## src/logic/sacc_pkg.sv

```systemverilog
// Package: register map, field layout and timing constants of the converter control block
package sacc_pkg;
   // APB byte addresses
   localparam logic [7:0] SACC_CTRL_ADDR = 8'h00;
   localparam logic [7:0] SACC_RESULT_ADDR = 8'h04;
   localparam logic [7:0] SACC_IRQ_ADDR = 8'h08;
   localparam logic [7:0] SACC_STATUS_ADDR = 8'h0c;
   localparam logic [7:0] SACC_MASK_ADDR = 8'h10;
   // Control word bit positions
   localparam int SACC_EN_BIT = 7;
   localparam int SACC_SPD_HI_BIT = 6;
   localparam int SACC_SPD_LO_BIT = 5;
   localparam int SACC_DONE_BIT = 4;
   localparam int SACC_START_BIT = 3;
   localparam int SACC_CH_HI_BIT = 2;
   // Interrupt enable word bit positions
   localparam int SACC_IE_CONV_BIT = 0;
   localparam int SACC_IE_SHARED_BIT = 1;
   localparam int SACC_IE_GLOBAL_BIT = 2;
   // Reset values
   localparam logic [7:0] SACC_CTRL_RST = 8'h00;
   localparam logic [7:0] SACC_RESULT_RST = 8'h00;
   localparam logic [2:0] SACC_IE_RST = 3'h0;
   localparam logic [1:0] SACC_EVT_RST = 2'h0;
   // Divider ratios for speed codes 00..11
   localparam logic [10:0] SACC_DIV_0 = 11'd1080;
   localparam logic [10:0] SACC_DIV_1 = 11'd810;
   localparam logic [10:0] SACC_DIV_2 = 11'd540;
   localparam logic [10:0] SACC_DIV_3 = 11'd270;
   // One conversion: one sample tick plus one tick per result bit
   localparam int SACC_RES_BITS = 8;
   localparam logic [3:0] SACC_CONV_TICKS = 4'd9;
   // Status events: bit 0 done, bit 1 start refused
   localparam int SACC_EVT_DONE = 0;
   localparam int SACC_EVT_REFUSED = 1;

   typedef enum logic [1:0] {SACC_OFF, SACC_IDLE, SACC_CONV} sacc_state_e;

   typedef struct packed {
      logic [2:0] channel;
      logic sample;
      logic [7:0] trial;
   } sacc_ana_s;

   typedef struct packed {
      sacc_state_e state;
      logic en;
      logic [1:0] speed;
      logic done;
      logic start;
      logic [2:0] chan;
      logic [7:0] result;
      logic [7:0] sar;
      logic [3:0] step;
      logic [10:0] div_cnt;
      logic [2:0] ie;
      logic [1:0] evt;
      logic [1:0] evt_mask;
      logic [31:0] prdata;
      logic pready;
      logic pslverr;
      logic irq;
      logic ana_on;
      sacc_ana_s ana;
   } sacc_state_s;
endpackage : sacc_pkg

```

## src/logic/sacc_top.sv

```systemverilog
// Converter control block: APB registers, clock divider and successive approximation sequencer
//Contract
// - Converter runs only while enable is one; otherwise held in shutdown.
// - Result is eight bits found by successive approximation, up to 100 ksps.
// - Conversion clock is system clock divided by ratio from speed bits.
// - Channel bits route chosen port-1 pin to the input selector, single-ended.
// - Setting start begins a conversion whose length follows the speed setting.
// - At the end, clear start, set done and load result in one cycle.
// - Completed result is readable from the result register once done is high.
// - Interrupt only when converter, shared and global enables are all set; the code also raises it for any status event whose mask bit is set.
// - No conversions while the chip is in power-down.
// - Speed codes 00..11 divide by 1080, 810, 540 and 270.
// - Channel code n selects analog input n on port-1 pin n.
// - Software cannot clear start; no new start while start or done is high.
`timescale 1ns/1ps
module sacc_top
   import sacc_pkg::*;
(
   // Clock and reset
   input wire logic clk,
   input wire logic rst_b,
   // APB slave
   input wire logic psel,
   input wire logic penable,
   input wire logic pwrite,
   input wire logic [7:0] paddr,
   input wire logic [31:0] pwdata,
   output logic [31:0] prdata,
   output logic pready,
   output logic pslverr,
   // Chip power state
   input wire logic power_down,
   // Analog side: comparator says input is at or above trial level
   input wire logic comp_high,
   output logic converter_on,
   output logic sample_hold,
   output logic [2:0] analog_input_selector,
   output logic [7:0] trial_code,
   // Interrupt
   output logic irq
);
   sacc_state_s st_reg;
   sacc_state_s st_next;

   function automatic logic [10:0] sacc_span(input logic [1:0] code);
      case (code)
         2'h0: sacc_span = SACC_DIV_0;
         2'h1: sacc_span = SACC_DIV_1;
         2'h2: sacc_span = SACC_DIV_2;
         default: sacc_span = SACC_DIV_3;
      endcase
   endfunction : sacc_span

   // Whole conversion lasts the chosen ratio, so one tick is a ninth of it
   function automatic logic [10:0] sacc_ratio(input logic [1:0] code);
      sacc_ratio = sacc_span(code) / {7'h0, SACC_CONV_TICKS};
   endfunction : sacc_ratio

   function automatic logic [7:0] sacc_ctrl_word(input sacc_state_s s);
      sacc_ctrl_word = {s.en, s.speed, s.done, s.start, s.chan};
   endfunction : sacc_ctrl_word

   logic acc;
   logic wr;
   logic conv_tick;
   logic start_req;
   logic done_set;
   logic refused;
   logic [7:0] wbyte;
   logic [7:0] sar_kept;

   always_comb begin
      st_next = st_reg;
      acc = psel && penable;
      wr = acc && pwrite;
      wbyte = pwdata[7:0];
      done_set = 1'b0;
      refused = 1'b0;
      sar_kept = st_reg.sar;
      // Divider runs only during a conversion so each one starts phase-aligned
      conv_tick = (st_reg.state == SACC_CONV) && (st_reg.div_cnt == 11'd1);
      start_req = wr && (paddr == SACC_CTRL_ADDR) && wbyte[SACC_START_BIT] && !st_reg.start;

      // Register writes
      if (wr && paddr == SACC_CTRL_ADDR) begin
         st_next.en = wbyte[SACC_EN_BIT];
         st_next.speed = wbyte[SACC_SPD_HI_BIT:SACC_SPD_LO_BIT];
         st_next.chan = wbyte[SACC_CH_HI_BIT:0];
         // Done flag: software may clear or set it, like any writable bit
         st_next.done = wbyte[SACC_DONE_BIT];
      end
      if (wr && paddr == SACC_IRQ_ADDR) begin
         st_next.ie = wbyte[2:0];
      end
      if (wr && paddr == SACC_MASK_ADDR) begin
         st_next.evt_mask = wbyte[1:0];
      end
      if (wr && paddr == SACC_STATUS_ADDR) begin
         st_next.evt = st_reg.evt & ~wbyte[1:0];
      end

      // Start only from idle with start and done both low and enable set
      if (start_req) begin
         if (st_reg.state == SACC_IDLE && !st_reg.done && !power_down
             && wbyte[SACC_EN_BIT]) begin
            st_next.start = 1'b1;
            st_next.state = SACC_CONV;
            st_next.div_cnt = sacc_ratio(st_next.speed);
            st_next.step = 4'd0;
            st_next.sar = 8'h80;
            st_next.ana.channel = st_next.chan;
            st_next.ana.sample = 1'b1;
         end else begin
            refused = 1'b1;
         end
      end

      case (st_reg.state)
         SACC_OFF: begin
            if (st_next.en && !power_down) begin
               st_next.state = SACC_IDLE;
            end
         end
         SACC_IDLE: begin
            if (!st_next.en || power_down) begin
               st_next.state = SACC_OFF;
            end
         end
         SACC_CONV: begin
            if (!st_next.en || power_down) begin
               // Abort: start drops, result untouched, no done
               st_next.state = SACC_OFF;
               st_next.start = 1'b0;
               st_next.ana.sample = 1'b0;
            end else if (conv_tick) begin
               st_next.div_cnt = sacc_ratio(st_reg.speed);
               st_next.step = st_reg.step + 4'd1;
               if (st_reg.step == 4'd0) begin
                  st_next.ana.sample = 1'b0;
               end else begin
                  // Keep or drop trial bit, then try the next lower bit
                  sar_kept = comp_high ? st_reg.sar : (st_reg.sar & ~st_reg.ana.trial);
                  st_next.sar = sar_kept | (st_reg.ana.trial >> 1);
               end
               if (st_reg.step == SACC_CONV_TICKS - 4'd1) begin
                  st_next.state = SACC_IDLE;
                  st_next.start = 1'b0;
                  st_next.result = sar_kept;
                  done_set = 1'b1;
               end
            end else begin
               st_next.div_cnt = st_reg.div_cnt - 11'd1;
            end
         end
         default: st_next.state = SACC_OFF;
      endcase

      // Trial bit marker: the single bit now under test
      if (st_next.state == SACC_CONV && st_next.step != 4'd0) begin
         st_next.ana.trial = 8'h80 >> (st_next.step - 4'd1);
      end else begin
         st_next.ana.trial = 8'h80;
      end

      // Hardware set wins over a software clear in the same cycle
      if (done_set) begin
         st_next.done = 1'b1;
         st_next.evt[SACC_EVT_DONE] = 1'b1;
      end
      if (refused) begin
         st_next.evt[SACC_EVT_REFUSED] = 1'b1;
      end

      st_next.ana_on = (st_next.state != SACC_OFF);
      st_next.irq = (st_next.done && (&st_next.ie))
                    || |(st_next.evt & st_next.evt_mask);

      // APB answer: zero wait states, unmapped addresses flag an error
      st_next.pready = 1'b1;
      st_next.pslverr = 1'b0;
      st_next.prdata = 32'h0;
      if (psel && !penable) begin
         case (paddr)
            SACC_CTRL_ADDR: st_next.prdata = {24'h0, sacc_ctrl_word(st_reg)};
            SACC_RESULT_ADDR: st_next.prdata = {24'h0, st_reg.result};
            SACC_IRQ_ADDR: st_next.prdata = {29'h0, st_reg.ie};
            SACC_STATUS_ADDR: st_next.prdata = {30'h0, st_reg.evt};
            SACC_MASK_ADDR: st_next.prdata = {30'h0, st_reg.evt_mask};
            default: st_next.pslverr = 1'b1;
         endcase
         // Read data reflects state at setup; a same-cycle completion shows next read
      end else if (acc) begin
         st_next.prdata = st_reg.prdata;
         st_next.pslverr = st_reg.pslverr;
      end
   end

   always_ff @(posedge clk or negedge rst_b) begin
      if (!rst_b) begin
         st_reg.state <= SACC_OFF;
         st_reg.en <= SACC_CTRL_RST[SACC_EN_BIT];
         st_reg.speed <= SACC_CTRL_RST[SACC_SPD_HI_BIT:SACC_SPD_LO_BIT];
         st_reg.done <= SACC_CTRL_RST[SACC_DONE_BIT];
         st_reg.start <= SACC_CTRL_RST[SACC_START_BIT];
         st_reg.chan <= SACC_CTRL_RST[SACC_CH_HI_BIT:0];
         st_reg.result <= SACC_RESULT_RST;
         st_reg.sar <= 8'h00;
         st_reg.step <= 4'd0;
         st_reg.div_cnt <= 11'd0;
         st_reg.ie <= SACC_IE_RST;
         st_reg.evt <= SACC_EVT_RST;
         st_reg.evt_mask <= SACC_EVT_RST;
         st_reg.prdata <= 32'h0;
         st_reg.pready <= 1'b1;
         st_reg.pslverr <= 1'b0;
         st_reg.irq <= 1'b0;
         st_reg.ana_on <= 1'b0;
         st_reg.ana <= '0;
      end else begin
         st_reg <= st_next;
      end
   end

   assign prdata = st_reg.prdata;
   assign pready = st_reg.pready;
   assign pslverr = st_reg.pslverr;
   assign irq = st_reg.irq;
   assign converter_on = st_reg.ana_on;
   assign sample_hold = st_reg.ana.sample;
   assign analog_input_selector = st_reg.ana.channel;
   assign trial_code = st_reg.sar;

   // Checks
   // Age of the running conversion in cycles; back to zero one cycle after a conversion ends
   localparam int CONV_MAX = 1081;
   logic [13:0] conv_age;
   logic ctrl_wr;
   logic keep_on;
   always_ff @(posedge clk or negedge rst_b) begin
      if (!rst_b) begin
         conv_age <= 14'd0;
      end else if (st_reg.state == SACC_CONV) begin
         conv_age <= conv_age + 14'd1;
      end else begin
         conv_age <= 14'd0;
      end
   end

   // Control writes seen on the bus, and whether the converter stays powered
   assign ctrl_wr = psel && penable && pwrite && (paddr == SACC_CTRL_ADDR);
   assign keep_on = !power_down && !(ctrl_wr && !pwdata[SACC_EN_BIT]);

   // Enable and power state are registered together, so a cleared enable shows as off in the same cycle
   off_shutdown_a: assert property (@(posedge clk) disable iff (!rst_b)
      !st_reg.en |-> !converter_on)
      else $error("converter on while disabled");

   conv_bound_a: assert property (@(posedge clk) disable iff (!rst_b)
      conv_age < CONV_MAX[13:0])
      else $error("conversion too long");

   div_reload_a: assert property (@(posedge clk) disable iff (!rst_b)
      (st_reg.state == SACC_CONV && conv_tick && st_next.state == SACC_CONV)
      |=> st_reg.div_cnt == sacc_ratio(st_reg.speed))
      else $error("divider reload wrong");

   end_same_a: assert property (@(posedge clk) disable iff (!rst_b)
      ($fell(st_reg.start) && st_reg.en && !power_down) |-> st_reg.done)
      else $error("start cleared without done");

   result_hold_a: assert property (@(posedge clk) disable iff (!rst_b)
      !$rose(st_reg.done) && !$past(st_reg.done == 1'b0 && st_next.done)
      |-> $stable(st_reg.result) or $rose(st_reg.done))
      else $error("result changed without completion");

   irq_gate_a: assert property (@(posedge clk) disable iff (!rst_b)
      (st_reg.done && (&st_reg.ie)) |-> irq)
      else $error("interrupt missing");

   no_restart_a: assert property (@(posedge clk) disable iff (!rst_b)
      (st_reg.done && st_reg.state != SACC_CONV) |=> st_reg.state != SACC_CONV)
      else $error("conversion began with done high");

   pd_stop_a: assert property (@(posedge clk) disable iff (!rst_b)
      power_down |=> st_reg.state != SACC_CONV)
      else $error("conversion during power-down");

   start_conv_a: assert property (@(posedge clk) disable iff (!rst_b)
      (ctrl_wr && pwdata[SACC_START_BIT] && pwdata[SACC_EN_BIT] && !power_down
       && st_reg.state == SACC_IDLE && !st_reg.start && !st_reg.done)
      |=> (st_reg.start && sample_hold && trial_code == 8'h80
           && analog_input_selector == $past(pwdata[SACC_CH_HI_BIT:0])))
      else $error("start did not begin a conversion");

   start_kept_a: assert property (@(posedge clk) disable iff (!rst_b)
      (st_reg.state == SACC_CONV && !conv_tick && keep_on) |=> st_reg.start)
      else $error("start dropped during a conversion");

   // A software clear of done in the completing cycle must lose
   done_same_a: assert property (@(posedge clk) disable iff (!rst_b)
      (st_reg.state == SACC_CONV && conv_tick && st_reg.step == SACC_CONV_TICKS - 4'd1
       && keep_on)
      |=> (st_reg.done && !st_reg.start && st_reg.evt[SACC_EVT_DONE]
           && st_reg.result == trial_code))
      else $error("completion not in one cycle");

   conv_span_a: assert property (@(posedge clk) disable iff (!rst_b)
      (st_reg.state == SACC_CONV && st_next.state == SACC_IDLE)
      |-> conv_age == {3'h0, sacc_span(st_reg.speed)} - 14'd1)
      else $error("conversion length wrong");

   sample_len_a: assert property (@(posedge clk) disable iff (!rst_b)
      ($fell(sample_hold) && st_reg.state == SACC_CONV)
      |-> conv_age == {3'h0, sacc_span(st_reg.speed)} / {10'h0, SACC_CONV_TICKS})
      else $error("sample period wrong");

   start_off_a: assert property (@(posedge clk) disable iff (!rst_b)
      (ctrl_wr && pwdata[SACC_START_BIT] && !pwdata[SACC_EN_BIT]) |=> st_reg.state != SACC_CONV)
      else $error("conversion began while disabled");

   conv_power_a: assert property (@(posedge clk) disable iff (!rst_b)
      st_reg.state == SACC_CONV |-> converter_on)
      else $error("conversion with converter off");

   result_read_a: assert property (@(posedge clk) disable iff (!rst_b)
      (psel && !penable && paddr == SACC_RESULT_ADDR)
      |=> prdata == {24'h0, $past(st_reg.result)})
      else $error("result read wrong");

   sel_steady_a: assert property (@(posedge clk) disable iff (!rst_b)
      (st_reg.state == SACC_CONV && $past(st_reg.state) == SACC_CONV)
      |-> $stable(analog_input_selector))
      else $error("selector moved during a conversion");

   irq_off_a: assert property (@(posedge clk) disable iff (!rst_b)
      (!(st_reg.done && (&st_reg.ie)) && !(|(st_reg.evt & st_reg.evt_mask))) |-> !irq)
      else $error("interrupt without cause");
endmodule : sacc_top

```

## config.mk

```make
export PLATFORM = sky130hd
export DESIGN_NAME = sacc_top
export DESIGN_NICKNAME = d
export VERILOG_FILES = /design/src/logic/sacc_pkg.sv /design/src/logic/sacc_top.sv
export SDC_FILE = /design/constraint.sdc
export NUM_CORES = 1
export LEC_CHECK = 0
export ABC_AREA = 0
export BUFFER_PORTS_ARGS = -buffer_cell sky130_fd_sc_hd__buf_2
export CAP_MARGIN = 15
export CORE_ASPECT_RATIO = 1.4
export CORE_MARGIN = 2
export CORE_UTILIZATION = 50
export CTS_CLUSTER_SIZE = 28
export DETAILED_ROUTE_END_ITERATION = 6
export GPL_TIMING_DRIVEN = 0
export PLACE_DENSITY = 0.84
export SYNTH_ARGS = -nofsm -noshare
export SYNTH_HDL_FRONTEND = slang
export SYNTH_SLANG_ARGS = --single-unit
export TNS_END_PERCENT = 10
```

## constraint.sdc

```tcl
create_clock -name clk -period 3.4 [get_ports clk]
set_input_delay 0.34 -clock clk [delete_from_list [all_inputs] [get_ports clk]]
set_output_delay 0.34 -clock clk [all_outputs]
set_load 0.1 [all_outputs]
```

==> results by group <==
CTS
  • Clock root cell: clkbuf_16
  • Clk_lat worst skew: approximately 0.33 ns
  • Clock-pin slew on the worst setup and hold paths: 0.05 ns
  • CTS tree: done
  • Max clock buf depth: 2
  • CTS Buf Count: 9
  • H-tree Lvls: 3
  • Post-CTS resize count: 0
  • Post-CTS setup buffers: 0
  • Hold-fix buffers at CTS: 0
  • Clock sinks: 71

Synthesis
  • Synth Flop Type: dfrtp_1
  • Flip-flop and latch count after synthesis: 71
  • Post-Synthesis Cells: 529
  • Most common cell in the synthesized netlist: nand2_1
  • Netlist cell types: 66
  • Top-area cell type share of the netlist area: 39.1%
  • Yosys warns: 0
  • Seq/Total Area, Yosys: between 30% and 40%
  • Largest cells by area after synthesis: dfrtp_1 39%, buf_4 7.4%, nand2_1 7.3%, ha_1 4.4%, nor2_1 3.9%
  • Mapped cell area: 4540 um2
  • Post-synth top cells: 88 x nand2_1, 71 x dfrtp_1, 47 x nor2_1, 45 x buf_4
  • Dominant cell type by area after synthesis: dfrtp_1
  • Post-synth EDFFs: 0
  • Async S/R FF share, synth: 100%
  • Syn avg cell area: between 8 and 9 um2

Power and ir drop
  • Internal: approximately 1.6 mW
  • Flop pwr share: 40.9%
  • VDD IR max: 0.470 mV
  • Psw: 0.524 mW
  • Clock power frac: 47.2%
  • Switching Share: 25.1%
  • Cell Pwr Density: 392 nW/um2
  • Combinational Power Share: a little under an eighth
  • Leak: 2.61 nW

Detailed routing
  • Vias: 4078
  • Drt initial violations: 332
  • Wire per inst: 15.0 um
  • TritonRoute pass-1 iters: 6
  • Final WL: around 11000 um
  • Routed Antenna Nets: 0
  • Drt drc: 0
  • DR vias/cell: approximately 5.7

Placement
  • IO Port Bufs: 45
  • Routability congestion estimate: 0.933
  • Cells after DPL: around 700
  • Post-DP HPWL: 8320 um

STA
  • Fin Setup TNS: 0 ns
  • Peak Freq: 308 MHz
  • # setup viols final: 0
  • Slew Limit Headroom: between 40% and 50%
  • Worst Max-Slew Pin Slew: ~0.86 ns
  • RSZ-0062 raised after global routing: false
  • Final Skew: roughly 0.0040 ns
  • Tcrit/Tclk final: 95.4%
  • Final Max Tran Viols: 0
  • Final Hold Vio Count: 0
  • Tmin final: 3.24 ns

Critical path
  • Crit path launch type: flip-flop
  • Crit path kind: reg -> reg
  • Maximum fanout along the worst path: 10
  • Crit path required time: around 3.6 ns
  • CP Capture Type: flip-flop
  • Critical Path AT: 3.46 ns

Finish
  • NumNets Final: between 600 and 700
  • Syn-to-layout area delta: 17.1%
  • Fin cells: 721
  • Max reg flops: 48
  • Layout cell share with drive strength beyond 1: 21.5%
  • Diode count: 0

Floorplan
  • Initial Util: 50.9%
  • Die Span X: ~85 um
  • Standard-cell row count: between 40 and 50
  • DIE AREA: 9870 um2
  • Die Span Y: 117 um
  • I/O Pins: 95
  • Core area: approximately 8900 um2

Global routing
  • GRT Overall Usage: 22.9%
  • First-pass GRT wire length: 18000 um
  • Via count of the first global-routing pass: between 3000 and 4000
  • Largest net degree at the start of global routing: 72
  • Initial antenna violation count: 0
  • Total grt overflow: 0

Flow run
  • Max Cap Violations: 0

Status
  • Status: finished clean

Hold path
  • HP Class: in -> async
-- area by class of cell --
| cell class | instances | area (um2) |
|---|---|---|
| plain buffers | 61 | 404 |
| clock buffers | 11 | 243 |
| clock inverters | 4 | 70.1 |
| fillers | 761 | 3610 |
| inverters | 17 | 63.8 |
| multi-input cells | 405 | 2400 |
| flip-flops and latches | 71 | 1780 |
| well taps | 107 | 134 |
| repair buffers | 45 | 228 |
-- through the flow --
stage	hold slack [ns]	power (mW)	area (um2)	utilization [%]	setup slack, ns
global placement	0.454	1.11	4990	56.0	0.123
CTS	0.154	2.10	5310	59.5	0.0157
global route	0.206	2.15	5320	59.6	0.0305
floorplan	0.0444	1.06	4640	-	0.479
finish	0.123	2.08	5320	59.6	0.156
detailed placement	0.466	1.11	5000	56.0	0.0197
-- per-layer routing --
metal  share of wire (%)  wire, um  up-vias  GRT usage [%]
li1                    -         -     1947              -
met1                  35      3790     1926           23.6
met2                  55      5910      164           42.8
met3                 5.9       638       41           4.14
met4                 4.6       493        0           14.2
met5                   0         0        -              0
-- critical path, stage by stage (launching register included) --
cell and delay (ns):
dfrtp_2 0.49, ha_1 0.22, buf_4 0.17, inv_1 0.08
ha_1 0.22, clkbuf_1 0.23, o21ai_0 0.31, a31oi_1 0.22
o311ai_1 0.38, o311a_1 0.23, o2111ai_1 0.12, o21a_1 0.20
a221o_1 0.25
-- worst paths after layout --
check | start | endpoint | slack, ns | depth (start not counted)
max in group asynchronous | rst_b | st_reg[91] | 2.69 | 1
worst min register to register | analog_input_selector[1] | analog_input_selector[1] | 0.47 | 2
min in group clk | pwdata[5] | st_reg[91] | 0.26 | 2
worst min-delay path | rst_b | prdata[0] | 0.12 | 1
worst max-delay path | st_reg[92] | st_reg[55] | 0.16 | 12
worst max register to register | st_reg[92] | st_reg[55] | 0.16 | 12
-- layout by cell type, fill, tap and decap left out, types with 3 or more instances in the layout --
| master | n |
|---|---|
| nand2_1 | 88 |
| mux2i_1 | 8 |
| xnor2_1 | 5 |
| a211oi_1 | 3 |
| and3_1 | 7 |
| inv_1 | 16 |
| conb_1 | 27 |
| clkbuf_1 | 12 |
| ha_1 | 16 |
| nand4_1 | 3 |
| nand3_1 | 12 |
| buf_4 | 46 |
| buf_2 | 49 |
| o31ai_1 | 4 |
| clkbuf_16 | 9 |
| o21ai_0 | 25 |
| or4b_1 | 3 |
| nor4b_1 | 3 |
| and2_1 | 6 |
| xor2_1 | 3 |
| nand2b_1 | 5 |
| a21oi_1 | 25 |
| nor2_1 | 47 |
| dfrtp_1 | 69 |
| mux2_2 | 10 |
| nor3_1 | 13 |
| nor2b_1 | 7 |
| a22oi_1 | 3 |
| nor4_1 | 4 |
| o21ai_1 | 24 |
| a31oi_1 | 3 |
| or3_1 | 8 |
-- power groups by stage --
stage / sequential (mW) / combinational [mW] / clock, mW
after floorplan: 0.872 / 0.192 / 0
after global placement: 0.867 / 0.241 / 0
after detailed placement: 0.867 / 0.244 / 0
after CTS: 0.852 / 0.245 / 1.00
after global routing: 0.852 / 0.263 / 1.04
final: 0.852 / 0.247 / 0.984
-- logic make-up (layout without fill, tap and decap cells) --
logic type	after synthesis	count (layout)	synth area share, %
and+or+nand+nor	220	220	23.4
AOI/OAI and AO/OA	112	112	15.0
buffers and inverters	78	138	10.3
DFF	71	71	39.1
muxes	21	21	5.48
adders and majority gates	16	16	4.41
xor gates and xnor gates	9	9	2.07
other	2	27	0.165
No activity file was read; power rests on OpenSTA's default activity.
